[src/inc/asfd_pkg.sv]
// Package with register map, field layout, reset values and carrier types of the serial flag and data block.
package asfd_pkg;

  // Printed register offsets are indexes; the byte address is four times the index.
  localparam logic [7:0] IDX_STATUS_PRIMARY  = 8'h16;
  localparam logic [7:0] IDX_ENABLES         = 8'h17;
  localparam logic [7:0] IDX_DATA_BUFFER     = 8'h18;
  localparam logic [7:0] IDX_STATUS_SECONDARY = 8'h19;
  localparam logic [7:0] IDX_CONTROL         = 8'h1a;
  localparam int         ADDR_W              = 12;

  // Status primary bit positions.
  localparam int ST_TX_EMPTY = 7;
  localparam int ST_TX_DONE  = 6;
  localparam int ST_RX_FULL  = 5;
  localparam int ST_IDLE     = 4;
  localparam int ST_OVERRUN  = 3;
  localparam int ST_NOISE    = 2;
  localparam int ST_FRAMING  = 1;
  localparam int ST_PARITY   = 0;

  // Status secondary bit positions.
  localparam int S2_BREAK  = 1;
  localparam int S2_ACTIVE = 0;

  // Ninth bit and error enable register bit positions.
  localparam int EN_RX_NINTH = 7;
  localparam int EN_TX_NINTH = 6;
  localparam int EN_DMA_RX   = 5;

  // Control register bit positions.
  localparam int CT_TX_EN      = 0;
  localparam int CT_RX_EN      = 1;
  localparam int CT_NINE_BIT   = 2;
  localparam int CT_TX_EMPTY_IE = 3;
  localparam int CT_TX_DONE_IE = 4;
  localparam int CT_QUIET_IE   = 5;

  // Reset values.
  localparam logic [7:0] STATUS_RESET  = 8'hc0;
  localparam logic [3:0] ERR_EN_RESET  = 4'h0;
  localparam logic [5:0] CONTROL_RESET = 6'h00;

  // Events reported by the receive sampling engine, one-cycle pulses except data.
  typedef struct packed {
    logic       done;
    logic [8:0] data;
    logic       noise;
    logic       framing;
    logic       parity;
    logic       brk;
    logic       start_zero;
    logic       false_start;
    logic       idle;
  } asfd_rx_evt_type;

  // Transmit engine status toward this block.
  typedef struct packed {
    logic shift_ready;
    logic sending;
  } asfd_tx_stat_type;

  // Transfer of one character into the transmit shift register.
  typedef struct packed {
    logic       load;
    logic [8:0] data;
  } asfd_tx_xfer_type;

endpackage : asfd_pkg

[src/asfd_core.sv]
// Flags, ninth bits, error enables and shared data buffer of the asynchronous serial block, with APB slave.
//
// Design decision made here: the APB interface to the registers.
`timescale 1ns/1ps

// Overview of operation
// - Nine-bit mode captures ninth bit with data
// - Eight-bit mode ninth bit copies bit 7
// - Transmit ninth bit loads with data buffer
// - Error requests gated by per-flag enables
// - Empty flag: set on transfer, status-then-write clears
// - First transmit enable sets empty; empty interrupt
// - Complete flag follows empty and engine idle
// - Full flag: set on load, status-then-read clears
// - Idle flag after quiet line, own interrupt unless receive DMA enabled
// - Idle needs a valid character first
// - Overrun keeps buffered data, drops new
// - Data read clears only flags seen set
// - Noise flag set, cleared by sequence
// - Zero stop bit sets framing flag
// - Parity mismatch sets parity flag
// - Break sets framing, full; nine-bit mode clears ninth
// - Break clears by sequence, rearms after ones
// - Reception flag follows start search
// - One address: read received, write transmit
// - Length control selects nine or eight bits
module asfd_core
(
  // Clock and reset.
  input  wire logic                         pclk,
  input  wire logic                         presetn,
  // APB slave.
  input  wire logic                         psel,
  input  wire logic                         penable,
  input  wire logic                         pwrite,
  input  wire logic [asfd_pkg::ADDR_W-1:0]  paddr,
  input  wire logic [31:0]                  pwdata,
  output logic                              pready,
  output logic [31:0]                       prdata,
  output logic                              pslverr,
  // Receive line and sampling engine.
  input  wire logic                         serial_in_pin,
  input  wire asfd_pkg::asfd_rx_evt_type    rx_evt,
  // Transmit engine.
  input  wire asfd_pkg::asfd_tx_stat_type   tx_stat,
  output asfd_pkg::asfd_tx_xfer_type        tx_xfer,
  // Control levels for the engines and interrupt requests.
  output logic                              tx_enable,
  output logic                              rx_enable,
  output logic                              nine_bit_mode,
  output logic                              err_irq,
  output logic                              tx_irq,
  output logic                              line_quiet_irq
);
  import asfd_pkg::*;

  // All reset-bearing state of the block.
  typedef struct packed {
    logic             pready;
    logic             pslverr;
    logic [31:0]      prdata;
    logic [7:0]       st;         // Status primary flags.
    logic             break_seen;
    logic             rx_active;
    logic [3:0]       err_en;     // Overrun, noise, framing, parity enables.
    logic             dma_rx_en;
    logic [5:0]       ctrl;
    logic [7:0]       snap1;      // Flags observed at the last status primary read.
    logic             snap2;      // Break flag observed at the last status secondary read.
    logic             idle_armed;
    logic             brk_armed;
    logic             te_seen;
    logic             rx_en_d;
    logic             pin_s1;
    logic             pin_s2;
    asfd_tx_xfer_type xfer;
    logic             err_irq;
    logic             tx_irq;
    logic             quiet_irq;
  } asfd_state_type;

  // Data and ninth bits that reset leaves alone, kept apart so reset touches nothing of them.
  typedef struct packed {
    logic [7:0] rx_buf;
    logic [7:0] tx_buf;
    logic       rx_ninth;
    logic       tx_ninth;
  } asfd_keep_type;

  asfd_state_type state_reg;   // Registered state.
  asfd_state_type state_next;  // Next state.
  asfd_keep_type  keep_reg;    // Unreset data holders.
  asfd_keep_type  keep_next;   // Their next value.

  logic [7:0] idx;        // Register index of the current address.
  logic       aligned;    // Address is word aligned and its bits above bit 9 are zero.
  logic       access;     // Access phase completes this edge.
  logic       wr_acc;     // Completed write.
  logic       rd_acc;     // Completed read.
  logic       setup;      // Setup cycle of a transfer.

  // Address decode helpers.
  assign idx     = paddr[9:2];
  assign aligned = (paddr[1:0] == 2'b00) && (paddr[ADDR_W-1:10] == '0);
  assign setup   = psel && !penable;
  assign access  = psel && penable && state_reg.pready;
  assign wr_acc  = access && pwrite;
  assign rd_acc  = access && !pwrite;

  // Next-state logic: bus, flag clearing, receive and transmit events, in that order so hardware sets win.
  always_comb
  begin
    state_next = state_reg;
    keep_next  = keep_reg;
    // Two-stage synchroniser for the receive pin.
    state_next.pin_s1 = serial_in_pin;
    state_next.pin_s2 = state_reg.pin_s1;
    // Zero wait states: ready is raised for the cycle after setup.
    state_next.pready = setup;
    state_next.pslverr = 1'b0;
    if (setup)
    begin
      // Read data is captured at setup so the snapshot below matches it.
      state_next.prdata = 32'h0000_0000;
      if (!aligned)
      begin
        state_next.pslverr = 1'b1;
      end
      else if (idx == IDX_STATUS_PRIMARY)
      begin
        state_next.prdata[7:0] = state_reg.st;
      end
      else if (idx == IDX_ENABLES)
      begin
        state_next.prdata[7:0] = {keep_reg.rx_ninth, keep_reg.tx_ninth, state_reg.dma_rx_en, 1'b0,
                                  state_reg.err_en};
      end
      else if (idx == IDX_DATA_BUFFER)
      begin
        state_next.prdata[7:0] = keep_reg.rx_buf;
      end
      else if (idx == IDX_STATUS_SECONDARY)
      begin
        state_next.prdata[S2_BREAK]  = state_reg.break_seen;
        state_next.prdata[S2_ACTIVE] = state_reg.rx_active;
      end
      else if (idx == IDX_CONTROL)
      begin
        state_next.prdata[5:0] = state_reg.ctrl;
      end
      else
      begin
        // Unmapped word: error answer, data reads zero.
        state_next.pslverr = 1'b1;
      end
    end
    // Register writes and read side effects at the completing edge.
    if (wr_acc && aligned)
    begin
      if (idx == IDX_ENABLES)
      begin
        keep_next.tx_ninth    = pwdata[EN_TX_NINTH];
        state_next.dma_rx_en  = pwdata[EN_DMA_RX];
        state_next.err_en     = pwdata[3:0];
      end
      else if (idx == IDX_CONTROL)
      begin
        state_next.ctrl = pwdata[5:0];
      end
      else if (idx == IDX_DATA_BUFFER)
      begin
        keep_next.tx_buf = pwdata[7:0];
        // Empty clears only if it was seen set at the last status read.
        if (state_reg.snap1[ST_TX_EMPTY])
        begin
          state_next.st[ST_TX_EMPTY]    = 1'b0;
          state_next.snap1[ST_TX_EMPTY] = 1'b0;
        end
      end
    end
    if (rd_acc && aligned)
    begin
      if (idx == IDX_STATUS_PRIMARY)
      begin
        state_next.snap1 = state_reg.prdata[7:0];
      end
      else if (idx == IDX_STATUS_SECONDARY)
      begin
        state_next.snap2 = state_reg.prdata[S2_BREAK];
      end
      else if (idx == IDX_DATA_BUFFER)
      begin
        // Receive flags clear only where the snapshot saw them set.
        state_next.st[5:0]    = state_reg.st[5:0] & ~state_reg.snap1[5:0];
        state_next.snap1[5:0] = 6'h00;
        if (state_reg.snap1[ST_IDLE])
        begin
          state_next.idle_armed = 1'b0;
        end
        if (state_reg.snap2)
        begin
          state_next.break_seen = 1'b0;
          state_next.snap2      = 1'b0;
        end
      end
    end
    // Receiver enable rising disarms idle until a character arrives.
    state_next.rx_en_d = state_reg.ctrl[CT_RX_EN];
    if (state_reg.ctrl[CT_RX_EN] && !state_reg.rx_en_d)
    begin
      state_next.idle_armed = 1'b0;
    end
    // Break may rearm only after the line shows ones again.
    if (state_reg.pin_s2)
    begin
      state_next.brk_armed = 1'b1;
    end
    // Reception in progress follows the start-bit search.
    if (rx_evt.start_zero)
    begin
      state_next.rx_active = 1'b1;
    end
    else if (rx_evt.false_start || rx_evt.idle)
    begin
      state_next.rx_active = 1'b0;
    end
    // Quiet line sets idle only once armed by a received character.
    if (rx_evt.idle && state_reg.idle_armed)
    begin
      state_next.st[ST_IDLE] = 1'b1;
    end
    if (rx_evt.brk)
    begin
      // A break counts as a character with a zero stop bit.
      state_next.st[ST_FRAMING] = 1'b1;
      state_next.st[ST_RX_FULL] = 1'b1;
      state_next.idle_armed     = 1'b1;
      if (state_reg.brk_armed)
      begin
        state_next.break_seen = 1'b1;
        state_next.brk_armed  = 1'b0;
      end
      if (state_reg.ctrl[CT_NINE_BIT])
      begin
        keep_next.rx_ninth = 1'b0;
      end
    end
    else if (rx_evt.done)
    begin
      if (state_reg.st[ST_RX_FULL])
      begin
        // New shift data is dropped; the buffer keeps the older byte.
        state_next.st[ST_OVERRUN] = 1'b1;
      end
      else
      begin
        keep_next.rx_buf          = rx_evt.data[7:0];
        // Ninth bit comes from the line or mirrors bit 7.
        keep_next.rx_ninth        = state_reg.ctrl[CT_NINE_BIT] ? rx_evt.data[8] : rx_evt.data[7];
        state_next.st[ST_RX_FULL] = 1'b1;
        state_next.idle_armed     = 1'b1;
        state_next.st[ST_NOISE]   = state_next.st[ST_NOISE] | rx_evt.noise;
        state_next.st[ST_FRAMING] = state_next.st[ST_FRAMING] | rx_evt.framing;
        state_next.st[ST_PARITY]  = state_next.st[ST_PARITY] | rx_evt.parity;
      end
    end
    // First transmitter enable sets empty so the preamble goes out.
    if (state_reg.ctrl[CT_TX_EN] && !state_reg.te_seen)
    begin
      state_next.te_seen        = 1'b1;
      state_next.st[ST_TX_EMPTY] = 1'b1;
    end
    // Buffer hands its character over when the shifter can take it.
    state_next.xfer.load = 1'b0;
    if (!state_reg.st[ST_TX_EMPTY] && state_reg.ctrl[CT_TX_EN] && tx_stat.shift_ready && !state_reg.xfer.load)
    begin
      state_next.xfer.load       = 1'b1;
      state_next.xfer.data       = {state_reg.ctrl[CT_NINE_BIT] & keep_reg.tx_ninth, keep_reg.tx_buf};
      state_next.st[ST_TX_EMPTY] = 1'b1;
    end
    // Complete is set while nothing waits or shifts; the engine's start latency sits in its own timing.
    state_next.st[ST_TX_DONE] = state_next.st[ST_TX_EMPTY] && !tx_stat.sending;
    // Interrupt lines are computed from the next state so each output is a flop.
    state_next.err_irq = |(state_next.st[3:0] & state_next.err_en);
    state_next.tx_irq  = (state_next.st[ST_TX_EMPTY] & state_next.ctrl[CT_TX_EMPTY_IE])
                       | (state_next.st[ST_TX_DONE] & state_next.ctrl[CT_TX_DONE_IE]);
    state_next.quiet_irq = state_next.st[ST_IDLE] & state_next.ctrl[CT_QUIET_IE] & !state_next.dma_rx_en;
  end

  // State register with asynchronous reset to constants.
  always_ff @(posedge pclk or negedge presetn)
  begin
    if (!presetn)
    begin
      state_reg            <= '0;
      state_reg.st         <= STATUS_RESET;
      state_reg.err_en     <= ERR_EN_RESET;
      state_reg.ctrl       <= CONTROL_RESET;
    end
    else
    begin
      state_reg <= state_next;
    end
  end

  // Data holders carry no reset, so their contents survive it.
  always_ff @(posedge pclk)
  begin
    keep_reg <= keep_next;
  end

  // Outputs straight from flops.
  assign pready         = state_reg.pready;
  assign prdata         = state_reg.prdata;
  assign pslverr        = state_reg.pslverr;
  assign tx_xfer        = state_reg.xfer;
  assign tx_enable      = state_reg.ctrl[CT_TX_EN];
  assign rx_enable      = state_reg.ctrl[CT_RX_EN];
  assign nine_bit_mode  = state_reg.ctrl[CT_NINE_BIT];
  assign err_irq        = state_reg.err_irq;
  assign tx_irq         = state_reg.tx_irq;
  assign line_quiet_irq = state_reg.quiet_irq;
endmodule : asfd_core

[config.mk]
export PLATFORM = sky130hd
export DESIGN_NAME = asfd_core
export DESIGN_NICKNAME = d
export VERILOG_FILES = /design/src/inc/asfd_pkg.sv /design/src/asfd_core.sv
export SDC_FILE = /design/constraint.sdc
export NUM_CORES = 1
export LEC_CHECK = 0
export ABC_CLOCK_PERIOD_IN_PS = 1890
export BUFFER_PORTS_ARGS = -buffer_cell sky130_fd_sc_hd__buf_2
export CAP_MARGIN = 0
export CORE_MARGIN = 10
export CORE_UTILIZATION = 30
export CTS_CLUSTER_SIZE = 20
export DETAILED_ROUTE_END_ITERATION = 16
export MAX_ROUTING_LAYER = met4
export PLACE_DENSITY_LB_ADDON = 0.1
export RECOVER_POWER = 100
export SYNTH_ARGS = -nofsm -noshare
export SYNTH_HDL_FRONTEND = slang
export SYNTH_SLANG_ARGS = --single-unit
[constraint.sdc]
create_clock -name pclk -period 1.89 [get_ports pclk]
set_input_delay 0.567 -clock pclk [delete_from_list [all_inputs] [get_ports pclk]]
set_output_delay 0.567 -clock pclk [all_outputs]
set_load 0.02 [all_outputs]
==> summary.txt, run 1 <==
Clocking
  • CTS Buf Count: 9
  • Clock root cell: clkbuf_16
  • H-Tree Depth: 3
  • Clock latency on the worst-skew pair: 0.33 ns
  • Clock sink count: 76
  • CTS tree: built
  • # hold bufs at CTS: 0
  • Largest buffer count on any clock path: 2
  • Clk pin slew, worst setup/hold paths: 0.06 ns

Setup path
  • Worst Setup End Kind: flip-flop
  • WS Path Type: in2reg
  • Delay of the slowest critical-path stage: 0.57 ns
  • Slowest-stage cell, CP: or4_4
  • Worst-path cell chain: buf_6 > or4_4 > nor4_4 > buf_4 > mux2_4 > a22oi_2 > o221ai_1
  • Required @ worst endpoint: 2.09 ns
  • Arrival @ worst endpoint: 2.28 ns
  • CP startpoint kind: input pin
  • CP max FO: 3

Detailed routing
  • Routed wire length: 9.293 mm
  • Met3 wire len: 446 µm
  • Pre-Repair DR Iteration Count: 4
  • Vias: 2394
  • # DRC: 0
  • Met1 WL: 4.446 mm
  • Met2 wire len: 4.321 mm
  • Routed len/inst: 17.73 µm
  • Routed Antenna Nets: 0
  • Drt first-iter violations: 99
  • Via density: 4.569
  • Max Used Layer: met4

Die
  • Chip Width: 126.7 µm
  • Initial Util: 31.08%
  • Num rows: 38
  • IO Pins: 119
  • Die area: 0.01604 mm²
  • Core area: 0.01098 mm²
  • Die height: 126.7 µm

Cells and area
  • Multi-input logic area: 0.001280 mm²
  • Sequential cell area: 0.001994 mm²
  • Fin nets: 448
  • Final Cell Area: 0.004586 mm²
  • Number of fillers in the final layout: 1062
  • Non-Filler Instances: 524
  • Max reg flops: 31
  • Fraction of final layout cells sized beyond drive strength 1: 36.98%
  • Number of diodes: 0
  • P&R area growth vs syn: 34.35%

STA
  • Setup TNS: -2.062 ns
  • Minimum clock period: 2.088 ns
  • Slew @ Worst Pin: 0.8911 ns
  • Clk_skew: 0.004186 ns
  • RSZ-0062 raised after global routing: yes
  • Final Setup Violations: 30
  • Max-slew headroom: 40.60%
  • Slew Limit Fails: 0
  • F_max: 479.0 MHz
  • Crit share post-route: 110.5%
  • Worst hold slack: 0.3395 ns
  • Final hold viol count: 0
  • Setup ws final: -0.1976 ns

GRT
  • Vias in the first global route: 2626
  • Global-route usage over all layers: 12.18%
  • Initial antenna violation count: 0
  • Largest net degree at the start of global routing: 26
  • Remaining Overflow, GRT: 0
  • First-pass GRT wire length: 14.82 mm

Logic synthesis
  • Top-area cell type share of the netlist area: 41.06%
  • Synth Cell Area: 0.003413 mm²
  • Ys flop type: dfrtp_1
  • Async SR Flop Fraction: 76.32%
  • Synth area leader: dfrtp_1
  • Most common cell in the synthesized netlist: dfrtp_1
  • Seq/Total Area, Yosys: 58.43%
  • YS warnings: 0
  • Mean post-synth cell area: 12.55 µm²
  • Synth cell count leaders: 56 x dfrtp_1, 42 x buf_4, 22 x nand2_1
  • Synth unique cells: 49
  • Flops & latches, synth: 76
  • EDFF count, synth: 18
  • Syn Inst Count: 272
  • Synth area leaders: dfrtp_1 41%, edfxtp_1 16%, buf_4 9.2%

Pwr
  • Leak Pwr: 2.114 nW
  • Power Dens Cells: 786.3 mW/mm²
  • Peak supply drop: 0.3333 mV

Placed design
  • Gpl congestion: 0.8312
  • Buffers added on ports: 70
  • Dpl cells: 500
  • Setup WS pre-CTS: -0.6045 ns
  • Dpl hpwl: 7.107 mm
  • Post-DP Area: 0.004120 mm²

Status
  • Status: finished, violations left
  • Failing checks: setup timing

Job
  • Max-cap viol count: 0

Worst hold path
  • Hold Crit Class: in2async
## metal layers
metal  vias to the layer above  GRT usage (%)
li1                       1132              -
met1                      1192          15.81
met2                        66          17.74
met3                         4          3.790
met4                         0          3.818
met5                         -              -
## area by class of cell
type                            count  share of cell area [%]
Multi-Input combinational cell    157                   27.91
Tap cell                          140                   3.820
Inverter                           14                   1.146
Timing Repair Buffer              121                   17.33
Clock buffer                       13                   5.457
Clock inverter                      3                  0.8458
Sequential cell                    76                   43.49
## placed cells by master (no fill, tap or decap), drive strengths merged, types with 5 or more instances in the layout
master / n
a222oi: 5
mux2i: 5
mux2: 16
a22o: 14
o21ai: 8
conb: 24
nand2: 23
buf: 76
dfrtp: 56
edfxtp: 18
inv: 14
nor2: 9
clkbuf: 58
nand2b: 6
## what timing repair did
item / in CTS / in global routing
endpoints found under the setup margin: 35 / 43
pin swaps: 19 / 15
setup buffers: 6 / 2
gates resized for setup: 35 / 21
hold endpoints to repair: 0 / 0
## through the flow
step                      util, %  power [mW]
after global placement      37.51       1.951
final                       41.75       3.606
after detailed placement    37.51       1.953
after global routing        41.75       3.765
after CTS                   41.81       3.663
after floorplan                 -       1.857
## worst paths after layout
| kind | startpoint | end | slack (ns) | cells after the start |
|---|---|---|---|---|
| max reg2reg | state_reg[46] | err_irq | 0.02 | 6 |
| min | presetn | state_reg[13] | 0.34 | 1 |
| min in group pclk | serial_in_pin | state_next[13] | 0.35 | 1 |
| max | paddr[10] | err_irq | -0.20 | 7 |
| min reg2reg | state_next[13] | state_reg[13] | 0.36 | 0 |
| max in group asynchronous | presetn | tx_xfer[6] | 0.40 | 2 |
## power breakdown
group	leakage [nW]	internal [mW]	switching, mW
combinational	1.06	0.0794	0.144
clock	0.141	1.05	0.630
sequential	0.911	1.69	0.00624
## kinds of logic after synthesis
| logic type | synth area share (%) |
|---|---|
| DFF | 58.43 |
| and+or+nand+nor | 11.77 |
| muxes | 6.745 |
| AOI/OAI and AO/OA | 11.22 |
| other | 0.1099 |
| buffers and inverters | 11.73 |
## critical path, delay by kind of cell
kind                   cells  cell delay, ns
AOI/OAI and AO/OA          2            0.31
buffers and inverters      2            0.27
muxes                      1            0.31
and+or+nand+nor            2            0.83
(Power assumes the default switching activity.)
==> run 2: changes to the inputs <==
Settings changed: CORE_UTILIZATION 30 to 35, CTS_BUF_LIST set to sky130_fd_sc_hd__clkbuf_2 sky130_fd_sc_hd__clkbuf_4 sky130_fd_sc_hd__clkbuf_8.
==> summary.txt, run 2 (same netlist as run 1, synthesis figures left out) <==
Status
  • Status: finished, violations left (unchanged)
  • Failing checks: setup timing (unchanged)

Clocking
  • # hold bufs at CTS: 0 (unchanged)
  • Largest buffer count on any clock path: 2 (unchanged)
  • Clock sink count: 76 (unchanged)
  • CTS Buf Count: 9 (unchanged)
  • H-Tree Depth: 3 (unchanged)
  • Clock latency on the worst-skew pair: 0.35 ns (was 0.33 ns)
  • CTS tree: built (unchanged)
  • Clock root cell: clkbuf_8 (was clkbuf_16)
  • Clk pin slew, worst setup/hold paths: 0.08 ns (was 0.06 ns)

Setup path
  • Critical Path Most Common Cell: buf_6
  • Arrival @ worst endpoint: 2.31 ns (was 2.28 ns)
  • CP startpoint kind: input pin (unchanged)
  • CP max FO: 5 (was 3)
  • Worst-path cell chain: buf_6 > or4b_4 > buf_4 > nor4_4 > buf_6 > nand2_2 > a221oi_4 > o221ai_1 (was buf_6 > or4_4 > nor4_4 > buf_4 > mux2_4 > a22oi_2 > o221ai_1)
  • Worst Setup End Kind: flip-flop (unchanged)
  • Reg2Reg Capture Point: tx_xfer[1] (was err_irq)
  • Slowest-stage cell, CP: or4b_4 (was or4_4)
  • Delay of the slowest critical-path stage: 0.56 ns (was 0.57 ns)
  • WS Path Type: in2reg (unchanged)
  • Reg2Reg Depth: 3 (was 6)
  • Required @ worst endpoint: 2.10 ns (was 2.09 ns)
  • RR Startpoint: tx_enable (was state_reg[46])
  • R2r setup slk: 0.07 ns (was 0.02 ns)

STA
  • F_max: 477.3 MHz (was 479.0 MHz)
  • Setup ws final: -0.2050 ns (was -0.1976 ns)
  • Crit share post-route: 110.8% (was 110.5%)
  • Slew @ Worst Pin: 1.021 ns (was 0.8911 ns)
  • Max-slew headroom: 31.95% (was 40.60%)
  • RSZ-0062 raised after global routing: yes (unchanged)
  • Slew Limit Fails: 0 (unchanged)
  • Final Setup Violations: 13 (was 30)
  • Final hold viol count: 0 (unchanged)
  • Minimum clock period: 2.095 ns (was 2.088 ns)
  • Clk_skew: 0.01309 ns (was 0.004186 ns)

GRT
  • Vias in the first global route: 2517 (was 2626)
  • Largest net degree at the start of global routing: 33 (was 26)
  • First-pass GRT wire length: 13.85 mm (was 14.82 mm)
  • Global-route usage over all layers: 12.79% (was 12.18%)
  • Initial antenna violation count: 0 (unchanged)
  • Remaining Overflow, GRT: 0 (unchanged)

Pwr
  • Power Dens Cells: 798.2 mW/mm² (was 786.3 mW/mm²)
  • Combinational power share: 6.1% (was 6.2%)
  • Peak supply drop: 0.6474 mV (was 0.3333 mV)
  • Leak Pwr: 2.137 nW (was 2.114 nW)
  • Sw Ratio: 21.07% (was 21.65%)
  • Clk pwr share: 45.6% (was 46.7%)
  • Flop pwr share: 48.3% (was 47.1%)
  • Internal power: 2.774 mW (was 2.825 mW)
  • Net Sw Power: 740.5 µW (was 780.4 µW)

Worst hold path
  • Hold wc startpoint: serial_in_pin
  • Hold path cells: 1
  • Hold Crit Class: in2reg (was in2async)
  • Hold Path End: state_next[13]

Cells and area
  • Final Cell Area: 0.004403 mm² (was 0.004586 mm²)
  • Commonest non-fill, non-tap cells in the layout: 58 x buf_2, 56 x dfrtp_1, 30 x buf_4 (was 56 x dfrtp_1, 46 x clkbuf_1, 28 x buf_2)
  • P&R area growth vs syn: 29.00% (was 34.35%)
  • Commonest non-fill, non-tap cell in the layout: buf_2 (was dfrtp_1)
  • Number of diodes: 0 (unchanged)
  • Final core occ: 46.98% (was 41.75%)
  • Fraction of final layout cells sized beyond drive strength 1: 41.84% (was 36.98%)
  • Max reg flops: 31 (unchanged)
  • Fin nets: 444 (was 448)

Placed design
  • Dpl hpwl: 6.981 mm (was 7.107 mm)
  • Gpl congestion: 0.8053 (was 0.8312)
  • Buffers added on ports: 70 (unchanged)
  • Setup WS pre-CTS: -0.6426 ns (was -0.6045 ns)
  • Post-DP Area: 0.004069 mm² (was 0.004120 mm²)

Detailed routing
  • Drt first-iter violations: 73 (was 99)
  • Vias: 2416 (was 2394)
  • Routed Antenna Nets: 0 (unchanged)
  • # DRC: 0 (unchanged)
  • Routed len/inst: 17.46 µm (was 17.73 µm)
  • Via density: 4.747 (was 4.569)
  • Routed wire length: 8.889 mm (was 9.293 mm)
  • Pre-Repair DR Iteration Count: 4 (unchanged)

Die
  • Die area: 0.01410 mm² (was 0.01604 mm²)
  • Chip Width: 118.8 µm (was 126.7 µm)
  • Core area: 0.009371 mm² (was 0.01098 mm²)
  • Num rows: 35 (was 38)
  • IO Pins: 119 (unchanged)
  • Initial Util: 36.42% (was 31.08%)
  • Die height: 118.8 µm (was 126.7 µm)

Job
  • Max-cap viol count: 0 (unchanged)
==> run 2: changes by cell type in the layout (fill, tap and decap cells not counted), sizes merged <==
cell and change:
bufinv +3, inv +1, buf +24, clkbuf -32
==> run 2: worst max path at each step <==
stage	start	endpoint	slack (ns)	cells past startpoint
finish	paddr[7]	err_irq	-0.21	8
global route	paddr[7]	err_irq	-0.27	7
CTS	paddr[7]	err_irq	-0.21	7
detailed placement	paddr[1]	err_irq	-0.64	7
global placement	paddr[1]	err_irq	-0.62	7
floorplan	paddr[1]	err_irq	-0.55	6
==> run 2: timing repair <==
item                                    CTS  global route
endpoints found under the setup margin   28            37
resized for setup                         7            18
pin swaps                                 2            10
buffers inserted                          0             6
==> run 2: power by group through the flow <==
stage / registers (mW) / logic (mW) / clock network, mW
5_1_grt: 1.70 / 0.236 / 1.71
2_1_floorplan: 1.73 / 0.126 / 0
3_5_place_dp: 1.73 / 0.213 / 0
3_3_place_gp: 1.73 / 0.212 / 0
4_1_cts: 1.70 / 0.215 / 1.64
6_report: 1.70 / 0.214 / 1.60
==> run 2: per-layer routing <==
layer	vias up	routed length [µm]	GRT usage, %
li1	1125	-	-
met1	1203	4116	16.43
met2	82	4142	18.98
met3	6	536	3.760
met4	0	95	3.893
met5	-	0	-
==> run 2: layout make-up <==
type	count	area, µm²
Multi-Input combinational cell	157	1205
Clock buffer	9	123.9
Inverter	14	52.55
Tap cell	129	161.4
Timing Repair Buffer	117	728.2
Sequential cell	76	1994
Clock inverter	7	137.6
Fill cell	934	4969
==> run 2: worst max-delay path, delay by kind of cell <==
kind	cells	cell delay [ns]
AND/OR/NAND/NOR	3	0.88
AO/OA/AOI/OAI	2	0.43
buffers and inverters	3	0.42
==> run 2: stage by stage <==
step | cells | power (mW) | TNS [ns] | hold WS [ns]
2_1_floorplan | 295 | 1.857 | -9.154 | 0.2714
3_3_place_gp | 489 | 1.941 | -18.07 | 0.3380
3_5_place_dp | 489 | 1.942 | -18.03 | 0.3419
4_1_cts | 505 | 3.549 | -1.179 | 0.1600
5_1_grt | 509 | 3.643 | -2.060 | 0.3043
6_report | 509 | 3.515 | -1.327 | 0.3282
==> run 3: changes to the inputs <==
Settings changed: CAP_MARGIN 0 to 40, CORE_UTILIZATION 35 to 30, SETUP_SLACK_MARGIN set to 0.05.
==> summary.txt, run 3 (same netlist as run 1, synthesis figures left out) <==
Status
  • Status: finished, violations left (unchanged)
  • Failing checks: capacitance limit, slew limit, setup timing (was setup timing)

Job
  • Max-cap viol count: 1 (was 0)

Pwr
  • Power Dens Cells: 703.9 mW/mm² (was 798.2 mW/mm²)
  • Leak Pwr: 2.099 nW (was 2.137 nW)
  • Peak supply drop: 0.2585 mV (was 0.6474 mV)

Setup path
  • Delay of the slowest critical-path stage: 0.57 ns (was 0.56 ns)
  • Worst-path cell chain: buf_6 > or4_4 > nor4_4 > buf_4 > mux2_4 > a22oi_2 > o221ai_1 (was buf_6 > or4b_4 > buf_4 > nor4_4 > buf_6 > nand2_2 > a221oi_4 > o221ai_1)
  • CP max FO: 4 (was 5)
  • Slowest-stage cell, CP: or4_4 (was or4b_4)
  • CP startpoint kind: input pin (unchanged)
  • Worst Setup End Kind: flip-flop (unchanged)
  • WS Path Type: in2reg (unchanged)
  • Arrival @ worst endpoint: 2.32 ns (was 2.31 ns)
  • Required @ worst endpoint: 2.10 ns (about the same)

Cells and area
  • Max reg flops: 31 (unchanged)
  • Number of fillers in the final layout: 1077 (was 934)
  • Fin nets: 452 (was 444)
  • P&R area growth vs syn: 31.45% (was 29.00%)
  • Number of diodes: 0 (unchanged)
  • Fraction of final layout cells sized beyond drive strength 1: 38.66% (was 41.84%)
  • Final Cell Area: 0.004487 mm² (was 0.004403 mm²)
  • Commonest non-fill, non-tap cell in the layout: dfrtp_1 (was buf_2)
  • Commonest non-fill, non-tap cells in the layout: 56 x dfrtp_1, 40 x clkbuf_1, 33 x buf_2 (was 58 x buf_2, 56 x dfrtp_1, 30 x buf_4)

GRT
  • Global-route usage over all layers: 12.01% (was 12.79%)
  • First-pass GRT wire length: 14.73 mm (was 13.85 mm)
  • Initial antenna violation count: 0 (unchanged)
  • Largest net degree at the start of global routing: 59 (was 33)
  • Remaining Overflow, GRT: 0 (unchanged)
  • Vias in the first global route: 2614 (was 2517)

Placed design
  • Buffers added on ports: 70 (unchanged)
  • Dpl hpwl: 7.173 mm (was 6.981 mm)
  • Post-DP Area: 0.004093 mm² (was 0.004069 mm²)
  • Gpl congestion: 0.8348 (was 0.8053)

Die
  • Die area: 0.01604 mm² (was 0.01410 mm²)
  • IO Pins: 119 (unchanged)
  • Core area: 0.01098 mm² (was 0.009371 mm²)
  • Die height: 126.7 µm (was 118.8 µm)
  • Chip Width: 126.7 µm (was 118.8 µm)
  • Num rows: 38 (was 35)
  • Initial Util: 31.08% (was 36.42%)

STA
  • Slew @ Worst Pin: 1.507 ns (was 1.021 ns)
  • Final hold viol count: 0 (unchanged)
  • RSZ-0062 raised after global routing: yes (unchanged)
  • Setup ws final: -0.2206 ns (was -0.2050 ns)
  • Max-slew headroom: -0.4767% (was 31.95%)
  • Crit share post-route: 111.7% (was 110.8%)
  • Minimum clock period: 2.111 ns (was 2.095 ns)
  • F_max: 473.8 MHz (was 477.3 MHz)
  • Clk_skew: 0.008159 ns (was 0.01309 ns)
  • Setup TNS: -2.408 ns (was -1.327 ns)
  • Final Setup Violations: 41 (was 13)
  • Slew Limit Fails: 58 (was 0)

Detailed routing
  • Routed wire length: 9.502 mm (was 8.889 mm)
  • Via density: 4.640 (was 4.747)
  • Routed Antenna Nets: 0 (unchanged)
  • Pre-Repair DR Iteration Count: 4 (unchanged)
  • Vias: 2450 (was 2416)
  • # DRC: 0 (unchanged)
  • Routed len/inst: 18.00 µm (was 17.46 µm)
  • Drt first-iter violations: 72 (was 73)

Clocking
  • CTS tree: built (unchanged)
  • Clk pin slew, worst setup/hold paths: 0.08 ns (about the same)
  • Clock latency on the worst-skew pair: 0.35 ns (about the same)
  • Clock sink count: 76 (unchanged)
  • Clock root cell: clkbuf_8 (unchanged)
  • H-Tree Depth: 3 (unchanged)
  • CTS Buf Count: 9 (unchanged)
  • Largest buffer count on any clock path: 2 (unchanged)
  • # hold bufs at CTS: 0 (unchanged)

Worst hold path
  • Hold Crit Class: in2reg (unchanged)
run 3: changes by cell type in the layout (fill, tap and decap cells not counted), moves of 3 or more:
cell	previous run	this run
bufinv_16	4	1
buf_6	11	16
nand2_1	21	17
buf_2	58	33
clkbuf_1	15	40
nand2_4	0	3
run 3: cell type report:
| class | instances | area, µm² | share of cell area (%) |
|---|---|---|---|
| Multi-Input combinational cell | 157 | 1284 | 28.61 |
| Timing Repair Buffer | 125 | 785.8 | 17.51 |
| Tap cell | 140 | 175.2 | 3.904 |
| Clock inverter | 6 | 63.81 | 1.422 |
| Clock buffer | 10 | 131.4 | 2.928 |
| Inverter | 14 | 52.55 | 1.171 |
| Sequential cell | 76 | 1994 | 44.45 |
run 3: repair_timing:
item / CTS / global route
pin swaps: 13 / 11
gates cloned: 0 / 1
endpoints found under the setup margin: 42 / 45
gates resized for setup: 28 / 22
buffers inserted: 6 / 6
run 3: per-stage QoR:
step	setup WS [ns]	total power [mW]	instances	hold WS, ns	util [%]
finish	-0.2206	3.158	528	0.3200	40.85
CTS	-0.2322	3.209	524	0.2284	40.42
floorplan	-0.5464	1.857	295	0.2714	-
global placement	-0.6344	1.946	503	0.3323	37.26
global route	-0.2779	3.298	528	0.2979	40.85
detailed placement	-0.6528	1.949	503	0.3418	37.26
run 3: worst max-delay path, delay by kind of cell:
family | cells | cell delay (ns)
muxes | 1 | 0.31
and+or+nand+nor | 2 | 0.86
buffers and inverters | 2 | 0.29
AOI/OAI and AO/OA | 2 | 0.30
run 3: worst paths after layout:
path	startpoint	end	slack [ns]	depth (start not counted)
min in group asynchronous	presetn	state_reg[15]	0.67	2
min reg2reg	state_next[13]	state_reg[13]	0.36	0
max in group asynchronous	presetn	state_reg[34]	0.31	2
max	paddr[10]	err_irq	-0.22	7
min	serial_in_pin	state_next[13]	0.32	1
max reg2reg	tx_enable	tx_xfer[5]	-0.01	3
run 3: per-layer routing:
layer | global-route usage, % | vias to the layer above | routed length [µm]
met1 | 15.28 | 1225 | 4312
met2 | 17.92 | 77 | 4521
met4 | 4.823 | 0 | 136
met3 | 2.999 | 10 | 530
li1 | - | 1138 | -
met5 | - | - | 0
run 3: power by group:
group / internal [mW] / leakage, nW / switching [mW] / total [mW]
sequential: 1.69 / 0.911 / 0.00663 / 1.70
combinational: 0.0776 / 1.09 / 0.143 / 0.221
clock: 0.625 / 0.0977 / 0.617 / 1.24
